===== src/rtl/gcr_pkg.sv =====
// package for the global configuration register bank
// assumes a host front end on the same clock that turns i/o cycles into
// index and data strobes
package gcr_pkg;

  // ------------------------------------------------------------
  // register indices
  // ------------------------------------------------------------
  localparam logic [7:0] GLOBAL_LAST     = 8'h2f; // top of global range
  localparam logic [7:0] CTRL_IDX        = 8'h02; // global_control
  localparam logic [7:0] RSVD_FIRST      = 8'h03;
  localparam logic [7:0] RSVD_LAST       = 8'h06;
  localparam logic [7:0] FSEL_IDX        = 8'h07; // function_select

  // ------------------------------------------------------------
  // fields and reset values
  // ------------------------------------------------------------
  localparam int         CTRL_SOFT_BIT   = 0;
  localparam logic [7:0] CTRL_RESET      = 8'h00;
  localparam logic [7:0] FSEL_RESET      = 8'h00;
  localparam logic [7:0] INDEX_RESET     = 8'h00;
  localparam logic [7:0] READ_ZERO       = 8'h00;

  // ------------------------------------------------------------
  // host request carrier
  // ------------------------------------------------------------
  typedef struct packed {
    logic       idx_wr;  // write to the index port
    logic       dat_wr;  // write to the data port
    logic       dat_rd;  // read of the data port
    logic [7:0] wdata;   // byte written on either port
  } gcr_req_s;

endpackage


===== src/rtl/gcr_bank.sv =====
// global configuration register bank behind the index and data ports
// assumes strobes arrive on clk from the host front end, one cycle each,
// and that setup mode entry and exit is decided outside this block
// the soft pulse leaves on soft_rst for the per-device registers
//
// Contract
// - decode global registers at indices 0x00-0x2f
// - all eight index bits select a register
// - unimplemented registers and bits ignore writes, read zero
// - index write first, data port then targets it
// - ports reach registers only in setup mode
// - control bit 0 written one triggers soft reset
// - soft reset bit clears itself in hardware
// - control register resets to zero on hard resets
// - indices 0x03-0x06 reserved: ignore writes, read zero
// - function select at 0x07 chooses current device
// - activation reaches only the selected device
// - function select clears on all resets and soft reset
module gcr_bank #(
  parameter int NUM_DEV = 16
) (
  // clock and reset (all power-on and hard resets combined)
  input  wire logic                  clk,
  input  wire logic                  rst,
  // host side
  input  wire logic                  cfg_mode,
  input  wire gcr_pkg::gcr_req_s     req,
  output logic [7:0]                 rd_data,
  output logic                       rd_valid,
  // chip side
  output logic                       soft_rst,
  output logic [7:0]                 fsel,
  output logic [NUM_DEV-1:0]         dev_wr_en,
  output logic [7:0]                 dev_idx,
  output logic [7:0]                 dev_wdata
);

  // ------------------------------------------------------------
  // helpers
  // ------------------------------------------------------------
  // exact eight-bit match, no upper bits dropped
  function automatic logic idx_is(input logic [7:0] a,
                                  input logic [7:0] b);
    return a == b;
  endfunction

  // inclusive index window on all eight bits, used for the reserved range decode
  function automatic logic idx_in(input logic [7:0] a,
                                  input logic [7:0] lo,
                                  input logic [7:0] hi);
    return (a >= lo) && (a <= hi);
  endfunction

  // ------------------------------------------------------------
  // state
  // ------------------------------------------------------------
  logic [7:0] index;
  logic [7:0] ctrl;

  // ------------------------------------------------------------
  // decode
  // ------------------------------------------------------------
  // every select compares the full index byte, so an index such as 0x87
  // lands on the per-device side and never aliases onto 0x07
  wire logic in_global = index <= gcr_pkg::GLOBAL_LAST;
  wire logic sel_ctrl  = idx_is(index, gcr_pkg::CTRL_IDX);
  wire logic sel_fsel  = idx_is(index, gcr_pkg::FSEL_IDX);
  wire logic idx_take  = cfg_mode && req.idx_wr;
  wire logic dat_wr    = cfg_mode && req.dat_wr;
  wire logic dat_rd    = cfg_mode && req.dat_rd;
  wire logic soft_go   = dat_wr && sel_ctrl &&
                         req.wdata[gcr_pkg::CTRL_SOFT_BIT];
  wire logic fsel_wr   = dat_wr && sel_fsel;
  wire logic dev_wr    = dat_wr && !in_global;
  wire logic sel_rsvd  = idx_in(index, gcr_pkg::RSVD_FIRST,
                                gcr_pkg::RSVD_LAST);
  // device numbers past the forwarded width are dropped, not wrapped
  wire logic fsel_ok   = 32'(fsel) < NUM_DEV;
  // a data read is answered here only inside the global range
  wire logic rd_take   = dat_rd && in_global;

  // read mux: only function select reads back, the rest read zero
  wire logic [7:0] rd_mux = sel_fsel ? fsel
                                     : gcr_pkg::READ_ZERO;

  // read answer byte, forced to zero whenever no answer is due
  wire logic [7:0] next_rd_data = rd_take ? rd_mux
                                          : gcr_pkg::READ_ZERO;

  // next value of the control register: only bit 0 exists
  logic [7:0] next_ctrl;
  always_comb begin
    next_ctrl = gcr_pkg::CTRL_RESET;
    next_ctrl[gcr_pkg::CTRL_SOFT_BIT] = soft_go;
  end

  // per-device write enable, one-hot on the selected device
  // the select is taken in the write's own cycle, so a select change
  // that follows cannot move a write that is already under way
  logic [NUM_DEV-1:0] next_dev_wr_en;
  always_comb begin
    next_dev_wr_en = '0;
    if (dev_wr && fsel_ok) begin
      next_dev_wr_en[fsel[$clog2(NUM_DEV)-1:0]] = 1'b1;
    end
  end

  // ------------------------------------------------------------
  // index register
  // ------------------------------------------------------------
  // the index survives data accesses and soft reset, so software may run
  // any number of data cycles after one index write
  always_ff @(posedge clk) begin
    if (rst) begin
      index <= gcr_pkg::INDEX_RESET;
    end else if (idx_take) begin
      index <= req.wdata;
    end
  end

  // ------------------------------------------------------------
  // global control: write-only, bit 0 self-clears after one cycle
  // ------------------------------------------------------------
  always_ff @(posedge clk) begin
    if (rst) begin
      ctrl <= gcr_pkg::CTRL_RESET;
    end else begin
      ctrl <= next_ctrl;
    end
  end

  // bits 7:1 of the control register are not built and stay zero; the
  // pulse itself is the soft reset that reaches the rest of the chip
  assign soft_rst = ctrl[gcr_pkg::CTRL_SOFT_BIT];

  // ------------------------------------------------------------
  // function select: soft reset wins over a same-cycle write
  // ------------------------------------------------------------
  // the soft pulse comes from the control flop one cycle after its write,
  // so a select write in that cycle is lost; software must wait a cycle
  // after a soft reset before choosing a device again
  always_ff @(posedge clk) begin
    if (rst || soft_rst) begin
      fsel <= gcr_pkg::FSEL_RESET;
    end else if (fsel_wr) begin
      fsel <= req.wdata;
    end
  end

  // ------------------------------------------------------------
  // read answer, one cycle after the data port read
  // ------------------------------------------------------------
  // both answer outputs come from flops, so the host side never sees
  // a decode glitch while the index or mode settles
  always_ff @(posedge clk) begin
    if (rst) begin
      rd_data  <= gcr_pkg::READ_ZERO;
      rd_valid <= 1'b0;
    end else begin
      rd_valid <= rd_take;
      rd_data  <= next_rd_data;
    end
  end

  // ------------------------------------------------------------
  // forward per-device writes to the selected logical device
  // ------------------------------------------------------------
  // index and data travel with the enable, so a device sees one
  // coherent write in the cycle that its enable bit is high
  always_ff @(posedge clk) begin
    if (rst) begin
      dev_wr_en <= '0;
      dev_idx   <= gcr_pkg::INDEX_RESET;
      dev_wdata <= gcr_pkg::READ_ZERO;
    end else begin
      dev_wr_en <= next_dev_wr_en;
      dev_idx   <= index;
      dev_wdata <= req.wdata;
    end
  end
endmodule


===== config.mk =====
export PLATFORM = sky130hd
export DESIGN_NAME = gcr_bank
export DESIGN_NICKNAME = d
export VERILOG_FILES = /design/src/rtl/gcr_pkg.sv /design/src/rtl/gcr_bank.sv
export SDC_FILE = /design/constraint.sdc
export NUM_CORES = 1
export LEC_CHECK = 0
export BUFFER_PORTS_ARGS = -buffer_cell sky130_fd_sc_hd__buf_2
export CELL_PAD_IN_SITES_DETAIL_PLACEMENT = 1
export CELL_PAD_IN_SITES_GLOBAL_PLACEMENT = 1
export CORE_ASPECT_RATIO = 1.5
export CORE_MARGIN = 10
export CORE_UTILIZATION = 39
export CTS_CLUSTER_SIZE = 40
export DETAILED_ROUTE_END_ITERATION = 10
export PLACE_DENSITY = 0.78
export SYNTH_ARGS = -nofsm -noshare
export SYNTH_HDL_FRONTEND = slang
export SYNTH_SLANG_ARGS = --single-unit

===== constraint.sdc =====
create_clock -name clk -period 2.1 [get_ports clk]
set_clock_uncertainty 0.1 [all_clocks]
set_input_delay 0.105 -clock clk [delete_from_list [all_inputs] [get_ports clk]]
set_output_delay 0.105 -clock clk [all_outputs]
set_load 0.05 [all_outputs]

==> results of run 1 <==
[registers in the layout (all words and copies together), names as in the netlist]
register	cells
rd_data	8
dev_idx	8
dev_wdata	8
index	8
dev_wr_en	16
ctrl	1
fsel	8
rd_valid	1
[area by class of cell]
| type | count | share of cell area |
|---|---|---|
| clock buffer | 10 | 0.04949 |
| tap | 66 | 0.03202 |
| clock inverter | 6 | 0.04076 |
| timing repair buffer | 72 | 0.1562 |
| inverter | 9 | 0.01310 |
| sequential | 58 | 0.4503 |
| multi-input combinational | 115 | 0.2581 |
[metal layers]
metal	vias up	share of wire
li1	772	-
met1	745	0.37
met2	45	0.55
met3	9	0.064
met4	0	0.017
met5	-	0
[kinds of logic after synthesis]
family,share of synthesized area
and+or+nand+nor,0.2826
AOI/OAI and AO/OA,0.02569
muxes,0.04216
DFF,0.6113
buffers and inverters,0.03821
[per-stage QoR]
step	power (mW)	setup slack [ns]	area, um^2	utilization	instances
floorplan	1.254	0.5495	1899	-	191
detailed placement	1.298	0.4210	2266	0.4750	312
finish	2.502	0.4370	2579	0.5405	336
global placement	1.297	0.4478	2266	0.4750	312
global route	2.578	0.3201	2579	0.5405	336
CTS	2.524	0.4076	2579	0.5405	336
[cell usage in the layout (no fill, tap or decap), types with 2 or more instances in the layout]
master         count
dlygate4sd3_1      8
and2_1             2
nor3_2             8
dfxtp_1           58
nand3_1            8
clkinv_2           3
clkbuf_8           9
inv_1              8
nor2_1            15
nor2b_1           18
bufinv_16          3
nor3_1             5
nand2_1           30
a21oi_1            8
buf_2             63
mux2i_1            8
nand4_1            5
[timing repair]
action | 4_1_cts | 5_1_grt
setup buffers | 0 | 0
hold buffers | 8 | 0
endpoints found under the hold margin | 24 | 0
[how the worst max path moves through the flow]
stage / slack (ns) / from / cells past startpoint / end
6_report: 0.44 / fsel[7] / 3 / dev_wr_en[12]
5_1_grt: 0.32 / fsel[7] / 3 / dev_wr_en[8]
4_1_cts: 0.41 / fsel[7] / 3 / dev_wr_en[12]
3_5_place_dp: 0.42 / fsel[7] / 3 / dev_wr_en[12]
3_3_place_gp: 0.45 / index[4] / 3 / rd_data[7]
2_1_floorplan: 0.55 / fsel[7] / 3 / dev_wr_en[12]
[power groups by stage]
stage          clock (mW)  sequential, mW  combinational [mW]
2_1_floorplan           0            1.20              0.0510
3_3_place_gp            0            1.16               0.140
3_5_place_dp            0            1.16               0.141
4_1_cts              1.24            1.13               0.154
5_1_grt              1.28            1.13               0.164
6_report             1.22            1.13               0.153
[worst reg2reg max path, cell delays in order, from the launching register on]
cell     delay (ns)
dfxtp_1        0.33
nor4_1         0.57
nand4_1        0.36
nor3_1         0.22
==> results by group, run 1 <==
Floorplanning
  – Die extent in x: 76.98 um
  – IO Pins: 64
  – Initial Util: 0.3981
  – DIE AREA: 8119 um^2
  – CORE AREA: 4771 um^2
  – Die height: 105.5 um
  – Rows: 31

Global route
  – GR Util met2: 0.2334
  – Number of global-route vias before repair: 1663
  – Global-route wire length before repair: 8362 um
  – GRT busiest layer: met2
  – Largest net degree at the start of global routing: 28
  – Met3 Usage GRT: 0.05357
  – Congestion Overflow GR: 0
  – Gr usage total: 0.1303
  – Met1 GRT Util: 0.1247
  – Initial antenna violation count: 0

Worst setup path
  – R2r startpoint: fsel[7]
  – CP endpoint kind: register
  – Critical Path AT: 1.82 ns
  – Worst path top cell family by delay: simple AND/OR/NAND/NOR gates
  – Startpoint type of the worst setup path: register
  – Slowest cell on crit path: nor4_1
  – Worst-path cell chain: nor4_1 -> nand4_1 -> nor3_1
  – CP max FO: 4
  – Worst r2r path cells: 3
  – WP buf/inv: 0
  – Worst r2r dst: dev_wr_en[12]
  – Worst R2R Setup Slack: 0.44 ns
  – Crit Path Category: register to register
  – Worst path max stage delay: 0.57 ns
  – Critical Path RT: 2.25 ns

Logic synthesis
  – Post-Syn Area: 1899 um^2
  – Synth Register Bits: 58
  – Mapped Cells: 191
  – Largest area contributor in the synthesized netlist: dfxtp_1
  – Dominant cells by area after synthesis: dfxtp_1 61%, nand2_1 5.9%, nor2b_1 5.9%
  – Syn Area/Cell: 9.944 um^2
  – Area fraction of the dominant cell type after synthesis: 0.6113
  – Async set-reset flop share out of synthesis: 0
  – Most frequent cell after synthesis: dfxtp_1
  – Syn_nets: 205
  – EDFF count, synth: 0
  – Yosys warning count: 0
  – Post-synthesis sequential area ratio: 0.6113
  – Synth cell types: 24
  – Most used DFF post-synth: dfxtp_1
  – Synth top cells by count: 58 x dfxtp_1, 30 x nand2_1, 18 x nor2b_1, 15 x nor2_1

CTS
  – CTS tree: done
  – # resized after CTS: 0
  – H-tree depth: 3
  – CTS Buffer Depth: 2
  – Root Buffer: clkbuf_8
  – Num CTS Buffers: 9
  – Worst-path clk slew: 0.06 ns
  – Clk sink count: 58
  – Skew-Pair Late Insertion Delay: 0.34 ns

Pwr
  – Seq pwr share: 0.453
  – Peak supply drop: 0.5273 mV
  – Internal Power: 1.951 mW
  – Clock share of power: 0.486
  – Comb power frac: 0.061
  – Pwr Density: 970.4 nW/um^2
  – Switching part of the total: 0.2201
  – Switching power: 0.5508 mW
  – Leak pwr: 1.198 nW

Timing
  – Part of the cycle the worst path needs: 0.7919
  – Final setup fails: 0
  – Worst slew pin tran: 0.6126 ns
  – Peak Freq: 601.3 MHz
  – Headroom to the max-slew limit: 0.5879
  – Final Slew Violations: 0
  – Minimum clock period: 1.663 ns
  – Setup TNS: 0 ns
  – Hold_ws: 0.01970 ns
  – Fin. Hold Viols: 0
  – RSZ-0062 raised after global routing: false

Place
  – DP Wirelength: 3696 um
  – I/O Buffers: 63
  – Placer Congestion: 0.8153

Final layout
  – Fillers: 590
  – Ant diodes: 0
  – Synth-to-Final Area Change: 35.77%
  – Number of nets in the layout: 279
  – Area of the multi-input gates: 665.6 um^2
  – Share of layout cells above drive strength 1: 0.3370
  – FF/Latch Area: 1161 um^2

Min path
  – Hold depth: 3
  – Worst Hold Path EP: index[4]
  – Hold Crit Class: input pin to register
  – Hold Path Origin: req[10]

Route
  – Final Routed Wirelength: 5038 um
  – Via Count: 1571
  – First-iteration detailed-routing DRC count: 77
  – Post-detailed-route count of antenna-violating nets: 0
  – Residual DRC count: 0
  – DR pass1 iterations: 4
  – DR WL/cell: 14.99 um
  – DR vias/cell: 4.676

Job
  – Max Cap Violations: 0

Run status
  – Status: completed
(Power assumes the default switching activity.)
==> run 2: changes to the inputs <==
ABC_AREA = 1   (was default)
CORE_UTILIZATION = 31   (was 39)
PLACE_DENSITY = 0.68   (was 0.78)
clock period = 1.5 ns   (was 2.1 ns; I/O delays follow)
==> results by group, run 2 <==
Run status
  – Status: completed

Worst setup path
  – Crit Path Category: input pin to register
  – Worst setup path start: rst
  – CP max FO: 8
  – Worst R2R Setup Slack: 0.21 ns
  – Critical Path Sink: dev_wr_en[14]
  – Startpoint type of the worst setup path: input pin
  – R2r startpoint: index[6]
  – Worst r2r path cells: 5
  – Critical Path RT: 1.67 ns
  – CP endpoint kind: register
  – Critical Path AT: 1.54 ns
  – Worst r2r dst: rd_data[6]

Final layout
  – Synth-to-Final Area Change: 37.79%
  – Most common cell after layout, fill and taps aside: buf_2
  – Max FFs per register: 16
  – Most frequent cells in the layout: 63 x buf_2, 58 x dfxtp_1, 56 x nor2_1, 29 x nand2_1, 25 x inv_1
  – Biggest register: dev_wr_en
  – Share of layout cells above drive strength 1: 0.3077
  – Number of nets in the layout: 309
  – Ant diodes: 0
  – Cell area after layout: 2527 um^2
  – Cell Count, Final, Fillers Out: 371

Timing
  – Fin. Hold Viols: 0
  – Peak Freq: 730.2 MHz
  – Setup TNS: 0 ns
  – Worst slew pin tran: 0.4471 ns
  – Final Slew Violations: 0
  – Minimum clock period: 1.369 ns
  – Final setup fails: 0
  – Headroom to the max-slew limit: 0.7012
  – Part of the cycle the worst path needs: 0.9130
  – RSZ-0062 raised after global routing: false

Logic synthesis
  – Most used DFF post-synth: dfxtp_1
  – Dominant cells by area after synthesis: dfxtp_1 63%, nor2_1 11%, nand2_1 5.9%
  – Post-synthesis sequential area ratio: 0.6330
  – Most frequent cell after synthesis: dfxtp_1
  – Synth top cells by count: 58 x dfxtp_1, 56 x nor2_1, 29 x nand2_1, 25 x inv_1
  – Yosys warning count: 0
  – Area fraction of the dominant cell type after synthesis: 0.6330
  – Largest area contributor in the synthesized netlist: dfxtp_1
  – Syn Area/Cell: 8.735 um^2
  – Post-Syn Area: 1834 um^2
  – EDFF count, synth: 0
  – Synth Register Bits: 58
  – Synth cell types: 19
  – Mapped Cells: 210
  – Syn_nets: 224
  – Async set-reset flop share out of synthesis: 0

Route
  – DR WL/cell: 13.87 um
  – DR pass1 iterations: 5
  – DR vias/cell: 4.323
  – Final Routed Wirelength: 5144 um
  – Residual DRC count: 0
  – Via Count: 1604
  – First-iteration detailed-routing DRC count: 49
  – Post-detailed-route count of antenna-violating nets: 0

Global route
  – Gr usage total: 0.1097
  – Number of global-route vias before repair: 1728
  – Congestion Overflow GR: 0
  – Initial antenna violation count: 0
  – Largest net degree at the start of global routing: 17
  – Global-route wire length before repair: 8245 um

Min path
  – Hold Crit Class: input pin to register

Pwr
  – Peak supply drop: 0.7620 mV
  – Leak pwr: 1.283 nW
  – Pwr Density: 1225 nW/um^2

Floorplanning
  – CORE AREA: 5786 um^2
  – IO Pins: 64
  – Rows: 34
  – Initial Util: 0.3170
  – Die extent in x: 82.81 um
  – DIE AREA: 9457 um^2
  – Die height: 114.2 um

Place
  – Placed Area: 2227 um^2
  – DP Wirelength: 4082 um
  – Placed cells: 343
  – Placer Congestion: 0.8005
  – I/O Buffers: 63

CTS
  – Setup Fix Bufs, Post-CTS: 0
  – CTS Buffer Depth: 2
  – Worst-path clk slew: 0.06 ns
  – Skew-Pair Late Insertion Delay: 0.33 ns
  – Root Buffer: clkbuf_8
  – Num CTS Buffers: 9
  – H-tree depth: 3
  – CTS tree: done
  – Clk sink count: 58

Job
  – Max Cap Violations: 0
run 2: worst min-delay path by stage:
stage	start	to	depth (start not counted)
CTS	cfg_mode	rd_valid	5
global route	cfg_mode	rd_valid	5
global placement	req[6]	dev_wdata[6]	3
detailed placement	req[6]	dev_wdata[6]	3
finish	cfg_mode	rd_valid	5
floorplan	req[3]	dev_wdata[3]	2
run 2: through the flow:
| step | total power [mW] | hold WS [ns] | setup slack (ns) | utilization |
|---|---|---|---|---|
| 2_1_floorplan | 1.794 | 0.08197 | 0.2184 | - |
| 3_3_place_gp | 1.866 | 0.2252 | 0.2347 | 0.3849 |
| 3_5_place_dp | 1.870 | 0.2222 | 0.2067 | 0.3849 |
| 4_1_cts | 3.139 | 0.004091 | 0.1335 | 0.4369 |
| 5_1_grt | 3.223 | 0.02322 | 0.04625 | 0.4369 |
| 6_report | 3.096 | 0.01478 | 0.1305 | 0.4369 |
run 2: area by class of cell:
cell class | instances | area, um^2
Clock buffer | 12 | 155.1
Clock inverter | 3 | 15.01
Fill cell | 746 | 3258
Inverter | 29 | 108.9
Multi-Input combinational cell | 119 | 536.8
Sequential cell | 58 | 1161
Tap cell | 72 | 90.09
Timing Repair Buffer | 78 | 460.4
run 2: cells by family (layout without fill, tap and decap cells):
| logic type | Yosys count | in the layout | share of synthesized area |
|---|---|---|---|
| AND/OR/NAND/NOR | 103 | 103 | 0.2490 |
| flip-flops | 58 | 58 | 0.6330 |
| buffers and inverters | 33 | 122 | 0.07435 |
| AO/OA/AOI/OAI | 16 | 16 | 0.04366 |
run 2: repair_timing:
action | CTS | global route
hold endpoints to repair | 26 | 0
gates resized for setup | 0 | 0
hold buffers | 13 | 0
run 2: metal layers:
layer | global-route usage | share of wire | wire (um) | up-vias
li1 | - | - | - | 806
met1 | 0.09284 | 0.36 | 1841 | 733
met2 | 0.2066 | 0.55 | 2804 | 53
met3 | 0.05627 | 0.076 | 392 | 12
met4 | 0.05125 | 0.021 | 106 | 0
met5 | 0 | 0 | 0 | -
run 2: report_power, final:
part	total [mW]	internal (mW)	switching, mW	leakage, nW
combinational	0.268	0.0825	0.186	0.719
clock	1.24	0.671	0.566	0.0920
sequential	1.59	1.58	0.0128	0.472
run 2: worst max-delay path: stages:
cell	delay, ns
dlygate4sd3_1	0.53
buf_2	0.18
nor2_2	0.15
nand2_1	0.07
nor2_2	0.15
nand4_1	0.22
nor2_1	0.16
==> run 3: changes to the inputs <==
CORE_UTILIZATION = 23   (was 31)
PLACE_DENSITY = 0.53   (was 0.68)
REMOVE_ABC_BUFFERS = 1   (was default)
==> results by group, run 3 (same netlist as run 2, synthesis figures left out) <==
Run status
  – Status: completed

Global route
  – GR Util met2: 0.1663
  – Met1 GRT Util: 0.09029
  – GRT busiest layer: met2
  – Number of global-route vias before repair: 1702
  – Met3 Usage GRT: 0.03931
  – Largest net degree at the start of global routing: 19
  – Initial antenna violation count: 0
  – Congestion Overflow GR: 0
  – Global-route wire length before repair: 8666 um
  – Gr usage total: 0.09513

Pwr
  – Pwr Density: 1463 nW/um^2
  – Leak pwr: 1.332 nW
  – Peak supply drop: 0.5788 mV
  – Power Total: 3.913 mW

Floorplanning
  – CORE AREA: 7710 um^2
  – Die height: 129.4 um
  – Die extent in x: 92.92 um
  – Rows: 39
  – DIE AREA: 12020 um^2
  – IO Pins: 64
  – Initial Util: 0.2379

Worst setup path
  – Crit Path Category: register to register
  – Startpoint type of the worst setup path: register
  – Worst r2r dst: rd_valid
  – Worst R2R Setup Slack: 0.10 ns
  – Worst r2r path cells: 4
  – R2r startpoint: index[6]
  – Worst path max stage delay: 0.55 ns
  – Critical Path RT: 1.67 ns
  – CP max FO: 5
  – Worst-path cell chain: inv_2 -> nand3_2 -> nor2_2 -> dlygate4sd3_1
  – Critical Path AT: 1.57 ns
  – CP endpoint kind: register
  – Slowest cell on crit path: dlygate4sd3_1

Place
  – Placed Area: 2265 um^2
  – Placer Congestion: 0.7339
  – I/O Buffers: 63
  – DP Wirelength: 4275 um

Timing
  – Minimum clock period: 1.395 ns
  – Final Slew Violations: 0
  – Part of the cycle the worst path needs: 0.9303
  – Headroom to the max-slew limit: 0.6970
  – Worst slew pin tran: 0.4535 ns
  – Setup TNS: 0 ns
  – Final setup fails: 0
  – RSZ-0062 raised after global routing: false
  – Peak Freq: 716.6 MHz
  – Fin. Hold Viols: 0

Route
  – Post-detailed-route count of antenna-violating nets: 0
  – Final Routed Wirelength: 5508 um
  – DR WL/cell: 13.80 um
  – Via Count: 1581
  – DR vias/cell: 3.962
  – Residual DRC count: 0
  – First-iteration detailed-routing DRC count: 53
  – DR pass1 iterations: 4

Final layout
  – Most frequent cells in the layout: 63 x buf_2, 58 x dfxtp_1, 56 x nor2_1, 29 x nand2_1, 25 x inv_1
  – Ant diodes: 0
  – Max FFs per register: 16
  – Most common cell after layout, fill and taps aside: buf_2
  – Cell area after layout: 2675 um^2
  – Fillers: 957
  – Share of layout cells above drive strength 1: 0.3199
  – Number of nets in the layout: 306
  – Biggest register: dev_wr_en
  – Synth-to-Final Area Change: 45.84%

CTS
  – Setup Fix Bufs, Post-CTS: 0
  – Clk sink count: 58
  – H-tree depth: 3
  – Root Buffer: clkbuf_16
  – Skew-Pair Late Insertion Delay: 0.32 ns
  – CTS Buffer Depth: 2
  – Worst-path clk slew: 0.05 ns
  – CTS tree: done
  – Num CTS Buffers: 9

Job
  – Max Cap Violations: 0

Min path
  – Hold depth: 5
  – Hold Crit Class: input pin to register
  – Hold Path Origin: req[9]
  – Worst Hold Path EP: ctrl[0]
[run 3: repair_timing]
item,4_1_cts,5_1_grt
hold buffers,10,0
hold endpoints to repair,21,0
endpoints found under the setup margin,0,1
gates resized for setup,0,1
[run 3: metal layers]
| layer | share of wire | vias to the layer above |
|---|---|---|
| li1 | - | 805 |
| met1 | 0.38 | 727 |
| met2 | 0.52 | 41 |
| met3 | 0.064 | 8 |
| met4 | 0.027 | 0 |
| met5 | 0 | - |
[run 3: area by class of cell]
cell class	instances	area [um^2]	share of cell area
sequential	58	1161	0.4340
multi-input combinational	119	541.8	0.2025
timing repair buffer	75	430.4	0.1609
clock buffer	11	252.7	0.09448
tap	102	127.6	0.04771
inverter	29	108.9	0.04069
clock inverter	5	52.55	0.01964
[run 3: worst max-delay path: cells and delay by family (launching register included)]
| kind | cells | cell delay [ns] |
|---|---|---|
| buf+inv | 2 | 0.64 |
| simple gates | 2 | 0.30 |
| flops | 1 | 0.30 |
[run 3: how the worst max path moves through the flow]
stage                               end     start  cells past startpoint
after floorplan           dev_wr_en[10]   fsel[6]                      5
after global placement       rd_data[6]  index[6]                      5
after CTS                      rd_valid  index[6]                      4
final                          rd_valid  index[6]                      4
after detailed placement     rd_data[6]  index[6]                      5
after global routing           rd_valid  index[6]                      4
[run 3: through the flow]
step                      hold WS [ns]  setup slack, ns  utilization  instances
after floorplan                0.04618           0.2184            -        206
after global placement          0.2241           0.1974       0.2937        373
after detailed placement        0.2249           0.2347       0.2937        373
after CTS                      0.09345          0.02927       0.3463        399
after global routing            0.1266          0.02173       0.3470        399
final                          0.09770           0.1046       0.3470        399
[run 3: power by group]
part           leakage (nW)  switching [mW]  internal (mW)
Sequential            0.472          0.0121           1.58
Clock                 0.151           0.692           1.36
Combinational         0.709           0.187         0.0780
